**config.mk**
```make
export PLATFORM = sky130hd
export DESIGN_NAME = rfpc_top
export DESIGN_NICKNAME = d
export VERILOG_FILES = /design/src/hw/rfpc_pkg.sv /design/src/hw/rfpc_top.sv /design/src/hw/rfpc_sync.sv /design/src/hw/rfpc_seq.sv
export SDC_FILE = /design/constraint.sdc
export NUM_CORES = 1
export LEC_CHECK = 0
export ABC_AREA = 1
export BUFFER_PORTS_ARGS = -buffer_cell sky130_fd_sc_hd__buf_2
export CORE_MARGIN = 4
export CORE_UTILIZATION = 40
export CTS_CLUSTER_DIAMETER = 200
export DETAILED_ROUTE_END_ITERATION = 8
export GPL_ROUTABILITY_DRIVEN = 0
export GPL_TIMING_DRIVEN = 1
export PLACE_DENSITY_LB_ADDON = 0.3
export SLEW_MARGIN = 30
export SYNTH_ARGS = -nofsm -noshare
export SYNTH_HDL_FRONTEND = slang
export SYNTH_HIERARCHICAL = 1
export SYNTH_SLANG_ARGS = --single-unit
```
**constraint.sdc**
```tcl
create_clock -name pclk -period 4.5 [get_ports pclk]
set_clock_uncertainty 0.1 [all_clocks]
set_input_delay 0.45 -clock pclk [delete_from_list [all_inputs] [get_ports pclk]]
set_output_delay 0.45 -clock pclk [all_outputs]
set_load 0.02 [all_outputs]
```
**src/hw/rfpc_pkg.sv**
```systemverilog
// constants and types shared by the regulator fault and power-good control block
package rfpc_pkg;
    // register byte offsets
    localparam logic [7:0] OFS_CTRL = 8'h00;
    localparam logic [7:0] OFS_DLY = 8'h04;
    localparam logic [7:0] OFS_STAT = 8'h08;
    localparam logic [7:0] OFS_INT = 8'h0c;
    localparam logic [7:0] OFS_MASK = 8'h10;
    // control register fields
    localparam int CTL_FDIS = 0;
    localparam int CTL_IFON = 1;
    localparam int CTL_BFON = 2;
    localparam int CTL_BADE = 3;
    localparam int CTL_IADE = 4;
    localparam logic [4:0] CTRL_RST = 5'h18;
    // delay register fields, 4-bit codes
    localparam int DLY_IDN = 0;
    localparam int DLY_IUP = 4;
    localparam int DLY_BDN = 8;
    localparam int DLY_BUP = 12;
    localparam logic [15:0] DLY_RST = 16'h0000;
    // status register fields
    localparam int ST_ERR = 0;
    localparam int ST_IPG = 1;
    localparam int ST_BPG = 2;
    localparam int ST_IEN = 3;
    localparam int ST_BEN = 4;
    // interrupt flag and mask fields
    localparam int IRQ_ERR = 0;
    localparam int IRQ_IPG = 1;
    localparam int IRQ_BPG = 2;
    localparam logic [2:0] MASK_RST = 3'h7;
    // delay step timing
    localparam int CLK_PERIOD_NS = 100;
    localparam real STEP_MS = 0.2;
    localparam int STEP_CYC = int'(STEP_MS * 1.0e6 / CLK_PERIOD_NS);
    localparam logic [10:0] STEP_LAST = 11'(STEP_CYC - 1);
    typedef enum logic [1:0] {SQ_OFF, SQ_UP, SQ_ON, SQ_DN} rfpc_seq_t;
    // any unmasked flag pending
    function automatic logic irq_pending(input logic [2:0] flags, input logic [2:0] mask);
        irq_pending = |(flags & ~mask);
    endfunction : irq_pending
endpackage : rfpc_pkg

```
**src/hw/rfpc_top.sv**
```systemverilog
// fault latch, re-enable, discharge, power-good and interrupt control with apb registers
// Notes on behaviour
// - fault input falling edge sets error status, force-disable, both outputs high-z
// - clearing force-disable with pin high restarts both after startup delay
// - clearing force-disable with enable pin low restarts nothing
// - force-on plus cleared force-disable starts that regulator without delay
// - with enable high, the non-forced regulator uses its own startup delay
// - each regulator has an independent discharge enable bit
// - inverter discharge switches off once its output reaches zero volts
// - power-good status and interrupt flag per regulator, host readable
// - power-good pin released only when both enabled and both good
// - during the fault state both count disabled, power-good pin low
// - interrupt pin driven low while any unmasked flag is set
// - interrupts come out of reset masked; software unmasks what it wants
// - enable low turns on discharge only after the power-down delay ends
// - up and down delays in 16 steps of 0.2 ms from enable edges
`timescale 1ns/1ps
`default_nettype none
module rfpc_top
    import rfpc_pkg::*;
(
    input wire logic pclk, // apb clock, 10 MHz
    input wire logic presetn, // async reset, low
    input wire logic psel, // apb select
    input wire logic penable, // apb enable
    input wire logic pwrite, // apb direction
    input wire logic [7:0] paddr, // apb byte address
    input wire logic [31:0] pwdata, // apb write data
    output logic [31:0] prdata, // apb read data
    output logic pready, // apb ready
    output logic pslverr, // apb error
    input wire logic enable_pin, // enable pin, high to run
    input wire logic fault_input_n, // external fault, low active
    input wire logic inverter_pok_in, // inverter output in regulation
    input wire logic booster_pok_in, // booster output in regulation
    input wire logic inverter_at_zero, // inverter output reached 0 V
    output logic inverter_run, // inverter regulating
    output logic booster_run, // booster regulating
    output logic inverter_discharge_on, // inverter discharge path on
    output logic booster_discharge_on, // booster discharge path on
    output logic power_good_out_o, // power-good pin output value
    output logic power_good_out_oe, // power-good pin drive enable
    output logic interrupt_out_n_o, // interrupt pin output value
    output logic interrupt_out_n_oe // interrupt pin drive enable
);
    // synchronised pin levels
    logic en_s;
    logic fault_n_s;
    logic ipg_s;
    logic bpg_s;
    logic izero_s;
    logic fault_n_d_reg;
    logic fault_fall;
    // register state
    logic [4:0] ctrl_reg;
    logic [15:0] dly_reg;
    logic [2:0] flag_reg;
    logic [2:0] flag_next;
    logic [2:0] mask_reg;
    logic ipg_d_reg;
    logic bpg_d_reg;
    logic [10:0] step_reg;
    logic tick;
    // apb handshake
    logic wr_en;
    logic setup;
    logic addr_ok;
    logic [31:0] rd_val;
    logic both_good;
    logic irq_req;

    // write strobe for one register offset
    function automatic logic reg_hit(input logic wr, input logic [7:0] addr, input logic [7:0] ofs);
        return wr && addr == ofs;
    endfunction : reg_hit

    // pin synchronisers
    rfpc_sync #(
        .RST_VAL(1'b0)
    ) u_en (
        .pclk(pclk),
        .presetn(presetn),
        .d(enable_pin),
        .q(en_s)
    );
    rfpc_sync #(
        .RST_VAL(1'b1)
    ) u_fault (
        .pclk(pclk),
        .presetn(presetn),
        .d(fault_input_n),
        .q(fault_n_s)
    );
    rfpc_sync #(
        .RST_VAL(1'b0)
    ) u_ipg (
        .pclk(pclk),
        .presetn(presetn),
        .d(inverter_pok_in),
        .q(ipg_s)
    );
    rfpc_sync #(
        .RST_VAL(1'b0)
    ) u_bpg (
        .pclk(pclk),
        .presetn(presetn),
        .d(booster_pok_in),
        .q(bpg_s)
    );
    rfpc_sync #(
        .RST_VAL(1'b0)
    ) u_izero (
        .pclk(pclk),
        .presetn(presetn),
        .d(inverter_at_zero),
        .q(izero_s)
    );

    // apb decode
    assign setup = psel && !penable;
    assign wr_en = psel && penable && pready && pwrite;
    always_comb begin
        addr_ok = 1'b1;
        rd_val = 32'h0000_0000;
        case (paddr)
            OFS_CTRL: rd_val[4:0] = ctrl_reg;
            OFS_DLY: rd_val[15:0] = dly_reg;
            OFS_STAT: begin
                rd_val[ST_ERR] = !fault_n_s;
                rd_val[ST_IPG] = ipg_s;
                rd_val[ST_BPG] = bpg_s;
                rd_val[ST_IEN] = inverter_run;
                rd_val[ST_BEN] = booster_run;
            end
            OFS_INT: rd_val[2:0] = flag_reg;
            OFS_MASK: rd_val[2:0] = mask_reg;
            default: addr_ok = 1'b0;
        endcase
    end

    // zero-wait answer: ready in every access phase
    always_ff @(posedge pclk or negedge presetn) begin
        if (!presetn) begin
            pready <= 1'b0;
        end else begin
            pready <= setup;
        end
    end

    // unmapped offsets answer with an error
    always_ff @(posedge pclk or negedge presetn) begin
        if (!presetn) begin
            pslverr <= 1'b0;
        end else begin
            pslverr <= setup && !addr_ok;
        end
    end

    // read data held through the access phase
    always_ff @(posedge pclk or negedge presetn) begin
        if (!presetn) begin
            prdata <= 32'h0000_0000;
        end else if (setup && !pwrite) begin
            prdata <= rd_val;
        end else if (!psel) begin
            prdata <= 32'h0000_0000;
        end
    end

    // fault input edge
    always_ff @(posedge pclk or negedge presetn) begin
        if (!presetn) begin
            fault_n_d_reg <= 1'b1;
        end else begin
            fault_n_d_reg <= fault_n_s;
        end
    end
    assign fault_fall = fault_n_d_reg && !fault_n_s;

    // control register; fault edge wins over a write
    always_ff @(posedge pclk or negedge presetn) begin
        if (!presetn) begin
            ctrl_reg <= CTRL_RST;
        end else begin
            if (reg_hit(wr_en, paddr, OFS_CTRL)) begin
                ctrl_reg[CTL_IFON] <= pwdata[CTL_IFON];
                ctrl_reg[CTL_BFON] <= pwdata[CTL_BFON];
                ctrl_reg[CTL_BADE] <= pwdata[CTL_BADE];
                ctrl_reg[CTL_IADE] <= pwdata[CTL_IADE];
                if (fault_n_s) begin
                    ctrl_reg[CTL_FDIS] <= pwdata[CTL_FDIS];
                end
            end
            if (fault_fall) begin
                ctrl_reg[CTL_FDIS] <= 1'b1;
            end
        end
    end

    // delay codes
    always_ff @(posedge pclk or negedge presetn) begin
        if (!presetn) begin
            dly_reg <= DLY_RST;
        end else if (reg_hit(wr_en, paddr, OFS_DLY)) begin
            dly_reg <= pwdata[15:0];
        end
    end

    // interrupt mask
    always_ff @(posedge pclk or negedge presetn) begin
        if (!presetn) begin
            mask_reg <= MASK_RST;
        end else if (reg_hit(wr_en, paddr, OFS_MASK)) begin
            mask_reg <= pwdata[2:0];
        end
    end

    // previous power-good levels for change detection
    always_ff @(posedge pclk or negedge presetn) begin
        if (!presetn) begin
            ipg_d_reg <= 1'b0;
        end else begin
            ipg_d_reg <= ipg_s;
        end
    end

    always_ff @(posedge pclk or negedge presetn) begin
        if (!presetn) begin
            bpg_d_reg <= 1'b0;
        end else begin
            bpg_d_reg <= bpg_s;
        end
    end

    // sticky flags: write one clears, a new event wins
    always_comb begin
        flag_next = flag_reg;
        if (reg_hit(wr_en, paddr, OFS_INT)) begin
            flag_next = flag_reg & ~pwdata[2:0];
        end
        if (fault_fall) begin
            flag_next[IRQ_ERR] = 1'b1;
        end
        if (ipg_s != ipg_d_reg) begin
            flag_next[IRQ_IPG] = 1'b1;
        end
        if (bpg_s != bpg_d_reg) begin
            flag_next[IRQ_BPG] = 1'b1;
        end
    end
    always_ff @(posedge pclk or negedge presetn) begin
        if (!presetn) begin
            flag_reg <= 3'h0;
        end else begin
            flag_reg <= flag_next;
        end
    end

    // 0.2 ms step generator
    always_ff @(posedge pclk or negedge presetn) begin
        if (!presetn) begin
            step_reg <= 11'h000;
        end else if (step_reg == STEP_LAST) begin
            step_reg <= 11'h000;
        end else begin
            step_reg <= step_reg + 11'h001;
        end
    end
    assign tick = (step_reg == STEP_LAST);

    // sequencers; force-disable gates both, force-on skips delay
    rfpc_seq u_inv_seq (
        .pclk(pclk),
        .presetn(presetn),
        .en_pin(en_s),
        .force_on(ctrl_reg[CTL_IFON]),
        .force_disable(ctrl_reg[CTL_FDIS]),
        .tick(tick),
        .up_code(dly_reg[DLY_IUP+:4]),
        .dn_code(dly_reg[DLY_IDN+:4]),
        .run(inverter_run)
    );
    rfpc_seq u_bst_seq (
        .pclk(pclk),
        .presetn(presetn),
        .en_pin(en_s),
        .force_on(ctrl_reg[CTL_BFON]),
        .force_disable(ctrl_reg[CTL_FDIS]),
        .tick(tick),
        .up_code(dly_reg[DLY_BUP+:4]),
        .dn_code(dly_reg[DLY_BDN+:4]),
        .run(booster_run)
    );

    // inverter discharge; off while running or once at zero volts
    always_ff @(posedge pclk or negedge presetn) begin
        if (!presetn) begin
            inverter_discharge_on <= 1'b0;
        end else begin
            inverter_discharge_on <= !inverter_run && ctrl_reg[CTL_IADE] && !izero_s;
        end
    end

    // booster discharge; off while running, high-z if disabled
    always_ff @(posedge pclk or negedge presetn) begin
        if (!presetn) begin
            booster_discharge_on <= 1'b0;
        end else begin
            booster_discharge_on <= !booster_run && ctrl_reg[CTL_BADE];
        end
    end

    // open-drain power-good: released only when both run and are good
    assign both_good = inverter_run && booster_run && ipg_s && bpg_s;
    always_ff @(posedge pclk or negedge presetn) begin
        if (!presetn) begin
            power_good_out_o <= 1'b0;
            power_good_out_oe <= 1'b1;
        end else begin
            power_good_out_o <= 1'b0;
            power_good_out_oe <= !both_good;
        end
    end

    // open-drain interrupt: pulled low while an unmasked flag is set
    assign irq_req = irq_pending(flag_reg, mask_reg);
    always_ff @(posedge pclk or negedge presetn) begin
        if (!presetn) begin
            interrupt_out_n_o <= 1'b0;
            interrupt_out_n_oe <= 1'b0;
        end else begin
            interrupt_out_n_o <= 1'b0;
            interrupt_out_n_oe <= irq_req;
        end
    end
endmodule : rfpc_top
`default_nettype wire

```
**src/hw/rfpc_sync.sv**
```systemverilog
// three-stage input synchroniser with agreement filter
`timescale 1ns/1ps
`default_nettype none
module rfpc_sync #(
    parameter logic RST_VAL = 1'b0
) (
    input wire logic pclk, // clock
    input wire logic presetn, // async reset, low
    input wire logic d, // asynchronous input
    output logic q // filtered level
);
    logic s1_reg;
    logic s2_reg;
    logic s3_reg;
    always_ff @(posedge pclk or negedge presetn) begin
        if (!presetn) begin
            s1_reg <= RST_VAL;
            s2_reg <= RST_VAL;
            s3_reg <= RST_VAL;
        end else begin
            s1_reg <= d;
            s2_reg <= s1_reg;
            s3_reg <= s2_reg;
        end
    end
    // change accepted once stages two and three agree
    always_ff @(posedge pclk or negedge presetn) begin
        if (!presetn) begin
            q <= RST_VAL;
        end else if (s2_reg == s3_reg) begin
            q <= s3_reg;
        end
    end
endmodule : rfpc_sync
`default_nettype wire

```
**src/hw/rfpc_seq.sv**
```systemverilog
// per-regulator power-up and power-down sequencer
`timescale 1ns/1ps
`default_nettype none
module rfpc_seq
    import rfpc_pkg::*;
(
    input wire logic pclk, // clock
    input wire logic presetn, // async reset, low
    input wire logic en_pin, // synchronised enable pin
    input wire logic force_on, // force-on control bit
    input wire logic force_disable, // force-disable control bit
    input wire logic tick, // one pulse per delay step
    input wire logic [3:0] up_code, // startup delay code
    input wire logic [3:0] dn_code, // power-down delay code
    output logic run // regulator enabled
);
    rfpc_seq_t st_reg;
    logic [3:0] cnt_reg;
    always_ff @(posedge pclk or negedge presetn) begin
        if (!presetn) begin
            st_reg <= SQ_OFF;
            cnt_reg <= 4'h0;
            run <= 1'b0;
        end else if (force_disable) begin
            // fault latch holds the output off
            st_reg <= SQ_OFF;
            run <= 1'b0;
        end else begin
            case (st_reg)
                SQ_OFF: begin
                    if (force_on) begin
                        st_reg <= SQ_ON;
                        run <= 1'b1;
                    end else if (en_pin) begin
                        st_reg <= SQ_UP;
                        cnt_reg <= up_code;
                    end
                end
                SQ_UP: begin
                    if (force_on) begin
                        st_reg <= SQ_ON;
                        run <= 1'b1;
                    end else if (!en_pin) begin
                        st_reg <= SQ_OFF;
                    end else if (tick && cnt_reg == 4'h0) begin
                        st_reg <= SQ_ON;
                        run <= 1'b1;
                    end else if (tick) begin
                        cnt_reg <= cnt_reg - 4'h1;
                    end
                end
                SQ_ON: begin
                    if (!en_pin && !force_on) begin
                        st_reg <= SQ_DN;
                        cnt_reg <= dn_code;
                    end
                end
                SQ_DN: begin
                    if (en_pin || force_on) begin
                        st_reg <= SQ_ON;
                    end else if (tick && cnt_reg == 4'h0) begin
                        st_reg <= SQ_OFF;
                        run <= 1'b0;
                    end else if (tick) begin
                        cnt_reg <= cnt_reg - 4'h1;
                    end
                end
                default: begin
                    st_reg <= SQ_OFF;
                    run <= 1'b0;
                end
            endcase
        end
    end
endmodule : rfpc_seq
`default_nettype wire

```
* Yosys cells after proc, flatten, opt, wreduce, memory -nomap -nowiden
Cells that the tools add are included.
Word-level totals: bits in registers 113, latch bits 0, bits in writable memories 0, ROM bits 0, input bits 50, output and inout bits 42, word-level logic and storage cells 223, memories kept 0
Cells by class: $add $sub $neg 3, $mul 0, divide/modulo/power cells 0, $lt $le $gt $ge 0, equal/unequal tests 49, shift operators 0, multiplexer cells 67, bitwise operators 5, reductions and logical operators 55
Operator list (count):
- 32-bit two-way mux | 2
- 4-bit two-way mux | 16
- 2-bit two-way mux | 17
- 4-bit one-hot mux with 4 select lines | 2
- 11-bit two-way mux | 2
- 1-bit logical AND | 21
- 1-bit two-way mux | 21
- 2-bit != test, second input constant | 10
- 8-bit by 4-bit == test with 1-bit output, second input constant | 2
- 4-bit != test, second input constant | 4
- 2-bit one-hot mux with 4 select lines | 2
- 3-bit one-hot mux with 5 select lines | 1
- 7-bit AND reduction | 2
- 3-bit by 2-bit != test with 1-bit output, second input constant | 4
- 3-bit != test, second input constant | 4
- 6-bit AND reduction | 2
- 11-bit by 1-bit adder with 11-bit output, second input constant | 1
- 11-bit == test, second input constant | 1
- 1-bit zero test | 11
- 5-bit by 4-bit != test with 1-bit output, second input constant | 2
- 2-bit nonzero test | 5
- 2-bit == test, second input constant | 4
- 8-bit by 3-bit == test with 1-bit output, second input constant | 1
- 8-bit by 5-bit == test with 1-bit output, second input constant | 1
- other kinds (22) | 41

* Logic depth before layout (Yosys ltp)
Gate-level depths: netlist of the first run.
word-level depth 7, depth in mapped cells 10, mapped depth without buffers 10

* By module
The synthesis of the first run kept the hierarchy.
Modules (own cells, without submodules):
- rfpc_top | times used 1, cells each 359, area an instance 3109.2 µm², sequential area each 1585.3 µm²
- rfpc_seq | times used 2, cells each 96, area an instance 649.4 µm², sequential area each 175.2 µm²
- rfpc_sync (u_bpg ...) | times used 4, cells each 8, area an instance 116.4 µm², sequential area each 100.1 µm²
- rfpc_sync (u_fault) | times used 1, cells each 8, area an instance 121.4 µm², sequential area each 105.1 µm²

* Worst setup path after synthesis of the first run
OpenSTA, ideal clock, no wires.
kind flip-flop to flip-flop, start reg step_reg[0], end reg u_bst_seq.cnt_reg[3], library setup time 0.116 ns, arrival time 1.591 ns, data required time 4.284 ns, slack 2.693 ns, stages on the path, launching flop included 11, path buffers 0, clock period less this slack 1.807 ns, cell sequence dfrtp_1 -> ha_1 -> nand3_1 -> inv_1 -> nand3_2 -> inv_1 -> nand3_2 -> a21oi_2 -> nor2_4 -> nand2_1 -> nand2_1
Between the ends: word-level cells in the longest chain between the ends 6, elaborated cells between the ends (all ways) 8, classes of those cells eq/ne (1); mux (6); reduce/logical (1)
Ends and longest elaborated chain:
- start, declared | line rfpc_top.sv:62 | logic [10:0] step_reg;
- start signal, assigned | line rfpc_top.sv:266 | step_reg <= step_reg + 11'h001;
- 11-bit == test (*) | line rfpc_top.sv:269 | assign tick = (step_reg == STEP_LAST);
- net tick | line rfpc_top.sv:63 | logic tick;
- 4-bit two-way mux or 1-bit logical AND (tied branches)
- 4-bit two-way mux (*)
- 4-bit two-way mux (2 in series)
- 4-bit one-hot mux with 4 select lines (*)
- end signal, assigned | line rfpc_seq.sv:36 | cnt_reg <= up_code;
- end signal, assigned | line rfpc_seq.sv:49 | cnt_reg <= cnt_reg - 4'h1;
- end signal, assigned | line rfpc_seq.sv:55 | cnt_reg <= dn_code;
- end, declared | line rfpc_seq.sv:18 | logic [3:0] cnt_reg;
Mark *: on every way through the listed nets, which the timed path passes. The rest lies on a longest branch. The select of a mux whose other input is x is not followed. A chain may end at the register's enable or synchronous reset.

* Final worst setup path of the first run
start reg step_reg[0], end reg u_bst_seq.run
Between the ends: word-level cells in the longest chain between the ends 4, elaborated cells between the ends (all ways) 5, classes of those cells eq/ne (3); reduce/logical (2)
Ends and longest elaborated chain:
- 11-bit == test (*) | line rfpc_top.sv:269
- net tick | line rfpc_top.sv:63
- 1-bit logical AND (*) | line rfpc_seq.sv:45, rfpc_seq.sv:61
- 4-bit by 3-bit != test with 1-bit output (no line) or 3-bit by 2-bit != test with 1-bit output (tied branches)
- 6-bit AND reduction (no line) (*)
- end signal, assigned | line rfpc_seq.sv:42 | run <= 1'b1;
- end signal, assigned | line rfpc_seq.sv:47 | run <= 1'b1;
- end signal, assigned | line rfpc_seq.sv:63 | run <= 1'b0;
- end, declared | line rfpc_seq.sv:15 | output logic run
Mark *: on every way through the listed nets, which the timed path passes. The rest lies on a longest branch.

==> metrics.md, run 1 <==
| Metric | Value |
|---|---|
| Fin. Hold Viols | `0` |
| Proportion of register bits with asynchronous set or reset after synthesis | `100.0%` |
| Sort of element at the end of the critical path | `flip-flop` |
| Total routing usage reported by global routing | `between 10% and 20%` |
| Critical-path maximum fanout | `10` |
| Worst Path Arrival | `approximately 2.3 ns` |
| Detailed-route DRC error count | `0` |
| Setup repair after global routing missed its margin | `false` |
| DP Worst Slack | `about 2.4 ns` |
| Count of flip-flops with a built-in enable after synthesis | `0` |
| Synth warn | `6` |
| Cell area after placement | `roughly 0.0054 mm^2` |
| NumNets Final | `slightly above 700` |
| First-iteration detailed-routing DRC count | `220` |
| Total Routed Length | `roughly 10 mm` |
| Pwr/cell area | `around 310 mW/mm^2` |
| Clock H-tree levels | `3` |
| Root Buffer Master | `sky130_fd_sc_hd__clkbuf_16` |
| Register clock-pin slew on the reported worst setup and hold paths | `0.06 ns` |
| Fin crit period | `roughly 2.2 ns` |
| Post-route clock period utilization | `between 40% and 50%` |
| Critical Path Start | `step_reg[0]` |
| Peak ir drop on the vdd network | `between 0.2 and 0.3 mV` |
| Max Freq | `464.1 MHz` |
| Final design utilization | `around 47%` |
| Number of buffer cells added on primary ports | `57` |
| Setup Total Neg Slack | `0 ns` |
| Most common cell after layout, fill and taps aside | `sky130_fd_sc_hd__nand2_1` |
| Placeable core area | `~0.012 mm^2` |
| Half-perimeter wire length of the detailed placement result | `between 7 and 8 mm` |
| Largest area contributor in the synthesized netlist | `sky130_fd_sc_hd__dfrtp_1` |
| Antenna diode count | `0` |
| Router iterations before antenna repair | `5` |
| Area growth from synthesis to layout | `13.55%` |
| DIE AREA | `around 0.014 mm^2` |
| Via total after detailed routing | `approximately 3900` |
| Floorplan die width | `between 100 and 150 um` |
| GRT Residual Overflow | `0` |
| Vias per inst | `between 4 and 5` |
| Number of hold buffers added after cts | `0` |
| Endpoints failing setup | `0` |
| Initial cell density of the core | `41.24%` |
| Slew at the pin closest to its max-slew limit | `roughly 0.75 ns` |
| Worst Setup Slack, final | `2.345 ns` |
| Top cells by area, synth | `sky130_fd_sc_hd__dfrtp_1, sky130_fd_sc_hd__nand2_1, sky130_fd_sc_hd__dfstp_2` |
| Synthesized flop and latch total | `slightly below 100` |
| Leak Pwr | `2.809 nW` |
| Total CTS buffers | `9` |
| Worst reg2reg setup slack | `roughly 2.3 ns` |
| First-pass GRT wire length | `~18 mm` |
| Fin. max-slew vios | `0` |
| Post-synthesis sequential area ratio | `between 40% and 50%` |
| Ys flop type | `sky130_fd_sc_hd__dfrtp_1` |
| Die H | `between 100 and 150 um` |
| Setup crit start kind | `flip-flop` |
| Layout cells sized above 1 | `approximately 25%` |
| Reg2Reg Depth | `10` |
| Final standard cell area without fillers | `0.005672 mm^2` |
| Post-Syn Instances | `around 590` |
| Hold crit path type | `primary input to asynchronous set/reset pin` |
| Placement Rows | `40` |
| Maximum buffer depth of the clock tree | `2` |
| DR WL/cell | `between 10 and 15 um` |
| Setup Crit Path Kind | `flip-flop to flip-flop` |
| Cell variety after synth | `37` |
| Worst slew margin | `approximately half` |
| Area share of the largest cell type after synthesis | `a little over two fifths` |
| Status | `finished clean` |
| Critical Path RT | `4.63 ns` |
| Number of global-route vias before repair | `between 3000 and 4000` |
| Endpoint of the most critical register-to-register path | `u_bst_seq/run` |
| Leading cell types in the layout, fill and taps excluded | `sky130_fd_sc_hd__nand2_1, sky130_fd_sc_hd__dfrtp_1, sky130_fd_sc_hd__inv_1, sky130_fd_sc_hd__buf_2, sky130_fd_sc_hd__nand3_1` |
| I/O pin cnt | `~90` |
| Pin count of the biggest net entering global routing | `between 60 and 70` |
| Total Power Consumption | `approximately 1.8 mW` |
| Clock tree from TritonCTS | `done` |
| Post-route ant nets | `0` |
| Synth Cell Area | `between 0.004 and 0.005 mm^2` |
| Worst-Skew Late Latency | `roughly 0.34 ns` |
| Layout filler cell count | `around 1200` |
| Worst r2r src | `step_reg[0]` |
| Avg Synthesized Cell Area | `between 8 and 9 um^2` |
| Post_cts resized | `0` |
| Number of max-cap violations | `0` |
| Number of clock sinks | `97` |
| Initial antenna violation count | `0` |
| Number of setup buffers added after CTS | `0` |
| End point of the critical path | `u_bst_seq/run` |
[layer usage]
| metal | up-vias | share of wire, % | global-route usage [%] |
|---|---|---|---|
| li1 | 1966 | - | - |
| met1 | 1877 | 44 | 18.72 |
| met2 | 68 | 50 | 25.56 |
| met3 | 16 | 4.2 | 2.875 |
| met4 | 0 | 1.6 | 5.369 |
| met5 | - | 0 | 0 |
[area by class of cell]
type / count / area (um^2) / area share [%]
Clock buffer: 9 / 225.2 / 3.971
Timing Repair Buffer: 58 / 295.3 / 5.206
Inverter: 88 / 337.8 / 5.956
Multi-Input combinational cell: 397 / 2078 / 36.64
Clock inverter: 7 / 83.83 / 1.478
Sequential cell: 97 / 2441 / 43.04
Tap cell: 168 / 210.2 / 3.706
[synthesized netlist by cell type (4+ instances only)]
library cell and n:
sky130_fd_sc_hd__nand2_1 168, sky130_fd_sc_hd__dfrtp_1 86, sky130_fd_sc_hd__inv_1 72, sky130_fd_sc_hd__nand3_1 39
sky130_fd_sc_hd__nor2_1 29, sky130_fd_sc_hd__buf_4 21, sky130_fd_sc_hd__o21ai_2 18, sky130_fd_sc_hd__o21ai_0 15
sky130_fd_sc_hd__a21oi_1 14, sky130_fd_sc_hd__inv_2 13, sky130_fd_sc_hd__nand4_1 13, sky130_fd_sc_hd__dfstp_2 11
sky130_fd_sc_hd__nand3_2 11, sky130_fd_sc_hd__o21ai_1 11, sky130_fd_sc_hd__nor2_2 9, sky130_fd_sc_hd__nor2_4 8
sky130_fd_sc_hd__nand2_2 7, sky130_fd_sc_hd__o211ai_1 6, sky130_fd_sc_hd__nor3_1 5, sky130_fd_sc_hd__a21oi_2 4
[power breakdown]
| group | internal (mW) | leakage, nW | switching (mW) |
|---|---|---|---|
| combinational | 0.0261 | 1.43 | 0.0727 |
| clock | 0.440 | 0.149 | 0.340 |
| sequential | 0.890 | 1.23 | 0.0149 |
| total | 1.36 | 2.81 | 0.428 |
[stage by stage]
step / hold WS (ns) / std cells
CTS: 0.07704 / 824
global placement: 0.2350 / 808
global route: 0.08146 / 824
finish: 0.06696 / 824
detailed placement: 0.2355 / 808
floorplan: 0.05441 / 608
[kinds of logic (layout without fill, tap and decap cells)]
| group | after synthesis | in the layout | synth area share [%] |
|---|---|---|---|
| AO/OA/AOI/OAI | 75 | 75 | 10.20 |
| buffers and inverters | 114 | 162 | 10.80 |
| AND/OR/NAND/NOR | 298 | 298 | 28.78 |
| flip-flops | 97 | 97 | 48.87 |
| adder cells (fa/ha/maj) | 3 | 3 | 0.7516 |
| other | 1 | 18 | 0.07508 |
| XOR/XNOR | 3 | 3 | 0.5261 |
[worst min-delay path by stage]
stage	from	endpoint	slack, ns	depth (start not counted)
global route	fault_input_n	u_fault/s1_reg	0.08	1
finish	presetn	step_reg[2]	0.07	1
CTS	fault_input_n	u_fault/s1_reg	0.08	1
global placement	u_ipg/s1_reg	u_ipg/s2_reg	0.24	0
floorplan	presetn	booster_discharge_on	0.05	0
detailed placement	u_en/s1_reg	u_en/s2_reg	0.24	0
[worst max-delay path: stages, from the launching register on]
cell                      delay, ns
sky130_fd_sc_hd__dfrtp_1       0.37
sky130_fd_sc_hd__ha_1          0.20
sky130_fd_sc_hd__nand3_1       0.11
sky130_fd_sc_hd__inv_1         0.13
sky130_fd_sc_hd__nand3_2       0.18
sky130_fd_sc_hd__inv_1         0.35
sky130_fd_sc_hd__nand3_2       0.21
sky130_fd_sc_hd__a21oi_2       0.20
sky130_fd_sc_hd__nand3_1       0.08
sky130_fd_sc_hd__nand2_1       0.06
sky130_fd_sc_hd__nand2_1       0.05
Power figures use the tool's default switching activity.
==> run 2: changes to the inputs <==
Clock period 4.5 ns to 1.82 ns, I/O delays scaled along.
==> metrics.md, run 2 (synthesis gave the netlist of run 1 again) <==
| Metric | Value |
|---|---|
| Number of global-route vias before repair | `4078 (+4.9%)` |
| Layer carrying the most global-route usage | `met2` |
| Max Freq | `592.7 MHz (+28%)` |
| Placement Rows | `40 (unchanged)` |
| Met3 track demand over resource in global routing | `4.241% (+1.4 points)` |
| Total Routed Length | `10.83 mm (+5.5%)` |
| Root Buffer Master | `sky130_fd_sc_hd__clkbuf_16` |
| First-iteration detailed-routing DRC count | `284 (+29%)` |
| NumNets Final | `735 (+4.4%)` |
| Antenna diode count | `0 (unchanged)` |
| Number of clock sinks | `97 (unchanged)` |
| Detailed-route DRC error count | `0 (unchanged)` |
| Hold crit path type | `primary input to flip-flop` |
| DIE AREA | `0.01434 mm^2 (unchanged)` |
| Peak ir drop on the vdd network | `0.5322 mV (+88%)` |
| Final design utilization | `49.59% (+2.8 points)` |
| Post-route clock period utilization | `92.70% (+45 points)` |
| Fin crit period | `1.687 ns (-0.4677 ns)` |
| Total Power Consumption | `4.500 mW (+150%)` |
| Global routing met1 resource utilization | `19.50% (+0.78 points)` |
| Area growth from synthesis to layout | `20.24%` |
| Most common cell after layout, fill and taps aside | `sky130_fd_sc_hd__nand2_1` |
| Fin. Hold Viols | `0 (unchanged)` |
| Storage cell area | `0.002441 mm^2 (unchanged)` |
| I/O pin cnt | `92 (unchanged)` |
| Critical Path RT | `1.96 ns (-2.67 ns)` |
| Vias per inst | `4.780 (+0.30%)` |
| Setup Crit Path Kind | `flip-flop to flip-flop` |
| Half-perimeter wire length of the detailed placement result | `7.877 mm (+3.4%)` |
| DR WL/cell | `12.66 um (+1.7%)` |
| Global-route track usage on met2 | `27.47% (+1.9 points)` |
| Pin count of the biggest net entering global routing | `46 (-25%)` |
| Leak Pwr | `2.956 nW (+5.3%)` |
| Initial antenna violation count | `0 (unchanged)` |
| Number of buffer cells added on primary ports | `57 (unchanged)` |
| Placeable core area | `0.01211 mm^2 (unchanged)` |
| Status | `finished clean` |
| Post-route ant nets | `0 (unchanged)` |
| Floorplan die width | `119.7 um (unchanged)` |
| Pwr/cell area | `749.2 mW/mm^2 (+140%)` |
| Total CTS buffers | `9 (unchanged)` |
| Setup crit start kind | `flip-flop` |
| Via total after detailed routing | `4087 (+4.1%)` |
| Router iterations before antenna repair | `5 (unchanged)` |
| Clock H-tree levels | `3 (unchanged)` |
| Layout filler cell count | `1208 (+2.6%)` |
| Leading cell types in the layout, fill and taps excluded | `sky130_fd_sc_hd__nand2_1, sky130_fd_sc_hd__dfrtp_1, sky130_fd_sc_hd__inv_1, sky130_fd_sc_hd__buf_2, sky130_fd_sc_hd__nand3_1` |
| Worst Path Arrival | `1.83 ns (-0.46 ns)` |
| Initial cell density of the core | `41.24% (unchanged)` |
| Worst Hold Margin | `0.01174 ns (-0.05522 ns)` |
| Critical-path maximum fanout | `7 (-3)` |
| Die H | `119.7 um (unchanged)` |
| Worst-Skew Late Latency | `0.35 ns (about the same)` |
| GRT Residual Overflow | `0 (unchanged)` |
| Endpoints failing setup | `0 (unchanged)` |
| Sort of element at the end of the critical path | `flip-flop` |
| First-pass GRT wire length | `18.67 mm (+5.5%)` |
| Total routing usage reported by global routing | `15.84% (+0.94 points)` |
| Setup repair after global routing missed its margin | `false` |
| Layout cells sized above 1 | `26.93% (+1.5 points)` |
| Register clock-pin slew on the reported worst setup and hold paths | `0.07 ns (about the same)` |
| Worst reg2reg setup slack | `0.13 ns (-2.21 ns)` |
| Fin. max-slew vios | `0 (unchanged)` |
| Multi-input gate area in the final layout | `0.002101 mm^2 (+1.1%)` |
| Maximum buffer depth of the clock tree | `2 (unchanged)` |
| Number of max-cap violations | `0 (unchanged)` |
| Clock tree from TritonCTS | `done` |
==> run 2: cell type report <==
class,count,area share (%)
sequential,97,40.65
timing repair buffer,89,10.00
tap,168,3.500
clock buffer,9,3.750
inverter,88,5.667
clock inverter,7,1.458
multi-input combinational,397,34.98
==> run 2: what timing repair did <==
action                     CTS  global route
setup buffers                0             0
setup endpoints to repair    3            12
hold endpoints to repair   104             0
gates resized for setup      1             7
pin swaps                    0             1
hold buffers                19             0
cloned                       0             0
==> run 2: worst max-delay path, cell delays in order (launching register included) <==
cell and delay (ns):
sky130_fd_sc_hd__dfrtp_1 0.36, sky130_fd_sc_hd__ha_2 0.19, sky130_fd_sc_hd__nand3_2 0.09, sky130_fd_sc_hd__inv_2 0.07, sky130_fd_sc_hd__nand3_2 0.10, sky130_fd_sc_hd__inv_4 0.12, sky130_fd_sc_hd__nand3_2 0.16, sky130_fd_sc_hd__a21oi_2 0.18
sky130_fd_sc_hd__nand3_1 0.09, sky130_fd_sc_hd__nand2_1 0.06, sky130_fd_sc_hd__nand2_1 0.05
==> run 2: where the power goes <==
group / internal, mW / total, mW / leakage [nW] / switching [mW]
combinational: 0.0972 / 0.285 / 1.57 / 0.188
sequential: 2.20 / 2.24 / 1.23 / 0.0383
clock: 1.09 / 1.97 / 0.154 / 0.880
==> run 2: worst paths after layout <==
check	startpoint	depth (start not counted)	to
setup / recovery	step_reg[0]	10	u_inv_seq/run
hold / removal	pwdata[4]	3	ctrl_reg[4]
setup reg to reg	step_reg[0]	10	u_inv_seq/run
hold reg to reg	u_en/s1_reg	0	u_en/s2_reg
max in group asynchronous	presetn	3	dly_reg[9]
min in group asynchronous	presetn	2	step_reg[10]
==> run 2: per-stage QoR <==
step	TNS, ns	area (um^2)	setup WS, ns	instances
2_1_floorplan	0	5059	0.01251	608
3_3_place_gp	0	5478	0.02635	820
3_5_place_dp	-0.001701	5478	-0.001701	820
4_1_cts	0	5981	0.08132	855
5_1_grt	0	6006	0.005326	855
6_report	0	6006	0.1328	855
==> run 2: per-layer routing <==
metal  vias to the layer above  wire [um]
li1                       2027          -
met3                        13        513
met4                         0        123
met2                        88       5550
met1                      1959       4641
met5                         -          0
==> run 3: changes to the inputs <==
Clock period 1.82 ns to 1.89 ns, I/O delays scaled along.
==> metrics.md, run 3 (synthesis gave the netlist of run 1 again) <==
| Metric | Value |
|---|---|
| Root Buffer Master | `sky130_fd_sc_hd__clkbuf_16` |
| DR WL/cell | `12.46 um (-1.6%)` |
| Router iterations before antenna repair | `4 (-1)` |
| Critical-path maximum fanout | `6 (-1)` |
| DIE AREA | `0.01434 mm^2 (unchanged)` |
| Startpoint of the worst hold path | `pwdata[4]` |
| Hold crit path type | `primary input to flip-flop` |
| Pin count of the biggest net entering global routing | `58 (+26%)` |
| GRT Residual Overflow | `0 (unchanged)` |
| Peak ir drop on the vdd network | `0.5207 mV (-2.2%)` |
| Fin. max-slew vios | `0 (unchanged)` |
| Initial antenna violation count | `0 (unchanged)` |
| Post-route clock period utilization | `90.88% (-1.8 points)` |
| Setup repair after global routing missed its margin | `false` |
| Clock tree from TritonCTS | `done` |
| Area growth from synthesis to layout | `20.62%` |
| Placement Rows | `40 (unchanged)` |
| Worst-Skew Late Latency | `0.35 ns (about the same)` |
| Fin crit period | `1.718 ns (+0.03047 ns)` |
| Antenna diode count | `0 (unchanged)` |
| Final standard cell area without fillers | `0.006025 mm^2 (+0.31%)` |
| Critical Path RT | `2.02 ns (+0.06 ns)` |
| Initial cell density of the core | `41.24% (unchanged)` |
| Number of max-cap violations | `0 (unchanged)` |
| Number of global-route vias before repair | `4029 (-1.2%)` |
| I/O pin cnt | `92 (unchanged)` |
| Setup Crit Path Kind | `flip-flop to flip-flop` |
| Max Freq | `582.2 MHz (-1.8%)` |
| Detailed-route DRC error count | `0 (unchanged)` |
| Leak Pwr | `2.971 nW (+0.48%)` |
| Via total after detailed routing | `4065 (-0.54%)` |
| First-pass GRT wire length | `18.50 mm (-0.93%)` |
| Sort of element at the end of the critical path | `flip-flop` |
| Number of clock sinks | `97 (unchanged)` |
| Critical Path Start | `step_reg[0]` |
| Leading cell types in the layout, fill and taps excluded | `sky130_fd_sc_hd__nand2_1, sky130_fd_sc_hd__dfrtp_1, sky130_fd_sc_hd__inv_1, sky130_fd_sc_hd__buf_2, sky130_fd_sc_hd__nand3_1` |
| Floorplan die width | `119.7 um (unchanged)` |
| Status | `finished clean` |
| Number of buffer cells added on primary ports | `57 (unchanged)` |
| Die H | `119.7 um (unchanged)` |
| Setup crit start kind | `flip-flop` |
| Setup Total Neg Slack | `0 ns (unchanged)` |
| Cell area after placement | `0.005448 mm^2 (-0.55%)` |
| Maximum buffer depth of the clock tree | `2 (unchanged)` |
| Worst r2r src | `step_reg[0]` |
| Worst Path Arrival | `1.85 ns (+0.02 ns)` |
| NumNets Final | `733 (-0.27%)` |
| Post-route ant nets | `0 (unchanged)` |
| Total Routed Length | `10.63 mm (-1.9%)` |
| Total routing usage reported by global routing | `15.70% (-0.14 points)` |
| Vias per inst | `4.766 (-0.31%)` |
| Total CTS buffers | `9 (unchanged)` |
| First-iteration detailed-routing DRC count | `252 (-11%)` |
| Fin. Hold Viols | `0 (unchanged)` |
| Most common cell after layout, fill and taps aside | `sky130_fd_sc_hd__nand2_1` |
| Placeable core area | `0.01211 mm^2 (unchanged)` |
| Layout cells sized above 1 | `25.99% (-0.94 points)` |
| Pwr/cell area | `772.1 mW/mm^2 (+3.1%)` |
| Register clock-pin slew on the reported worst setup and hold paths | `0.06 ns (about the same)` |
| Half-perimeter wire length of the detailed placement result | `7.741 mm (-1.7%)` |
| Clock H-tree levels | `3 (unchanged)` |
| Endpoints failing setup | `0 (unchanged)` |
[run 3: changes by cell type in the layout (fill, tap and decap cells not counted), sizes merged]
cell	delta
buf	-2
bufinv	+3
clkbuf	+1
clkinv	-3
inv	-1
[run 3: cell type report]
class | count | area (um^2)
inverters | 88 | 340.3
well taps | 168 | 210.2
clock inverters | 6 | 137.6
clock buffers | 10 | 229.0
multi-input cells | 397 | 2081
fillers | 1172 | 6087
repair buffers | 87 | 585.6
flip-flops and latches | 97 | 2441
[run 3: timing repair]
item | CTS | global route
buffers inserted | 0 | 2
setup endpoints to repair | 0 | 14
hold buffers | 19 | 0
endpoints found under the hold margin | 103 | 0
resized for setup | 0 | 3
[run 3: where the power goes]
part	switching (mW)	total, mW	internal [mW]
clock network	0.784	2.22	1.43
registers	0.0354	2.16	2.12
logic	0.181	0.277	0.0952
[run 3: routing by layer]
layer	track usage (%)	wire [um]	vias to the layer above
met5	0	0	-
li1	-	-	2010
met2	26.80	5352	79
met4	5.011	183	0
met3	4.430	506	15
met1	19.24	4582	1961
[run 3: worst max-delay path, stage by stage (launching register included)]
cell	delay, ns
sky130_fd_sc_hd__dfrtp_1	0.38
sky130_fd_sc_hd__ha_2	0.20
sky130_fd_sc_hd__nand3_1	0.10
sky130_fd_sc_hd__inv_1	0.07
sky130_fd_sc_hd__nand3_2	0.10
sky130_fd_sc_hd__inv_4	0.06
sky130_fd_sc_hd__buf_4	0.13
sky130_fd_sc_hd__buf_4	0.13
sky130_fd_sc_hd__a21oi_2	0.17
sky130_fd_sc_hd__nor2_4	0.06
sky130_fd_sc_hd__nand2_1	0.06
sky130_fd_sc_hd__nand2_1	0.06
[run 3: path summary, 6_finish.rpt]
check                                       end  slack, ns  depth (start not counted)
setup / recovery           u_bst_seq/cnt_reg[1]       0.17                         11
hold reg to reg                     u_en/s2_reg       0.25                          0
setup reg to reg           u_bst_seq/cnt_reg[1]       0.17                         11
hold / removal                       dly_reg[4]       0.02                          3
min in group asynchronous           step_reg[4]       0.13                          2
max in group asynchronous           mask_reg[1]       0.99                          3
[run 3: through the flow]
stage,setup WS (ns),hold WS [ns],power (mW),utilization [%],cells
floorplan,0.08251,-0.2066,2.346,-,608
global placement,0.06610,-0.05798,2.438,44.98,816
detailed placement,0.04496,-0.05682,2.444,44.98,816
CTS,0.02087,0.002659,4.719,49.58,851
global route,0.0006677,0.01236,4.836,49.74,853
finish,0.1724,0.02203,4.651,49.74,853
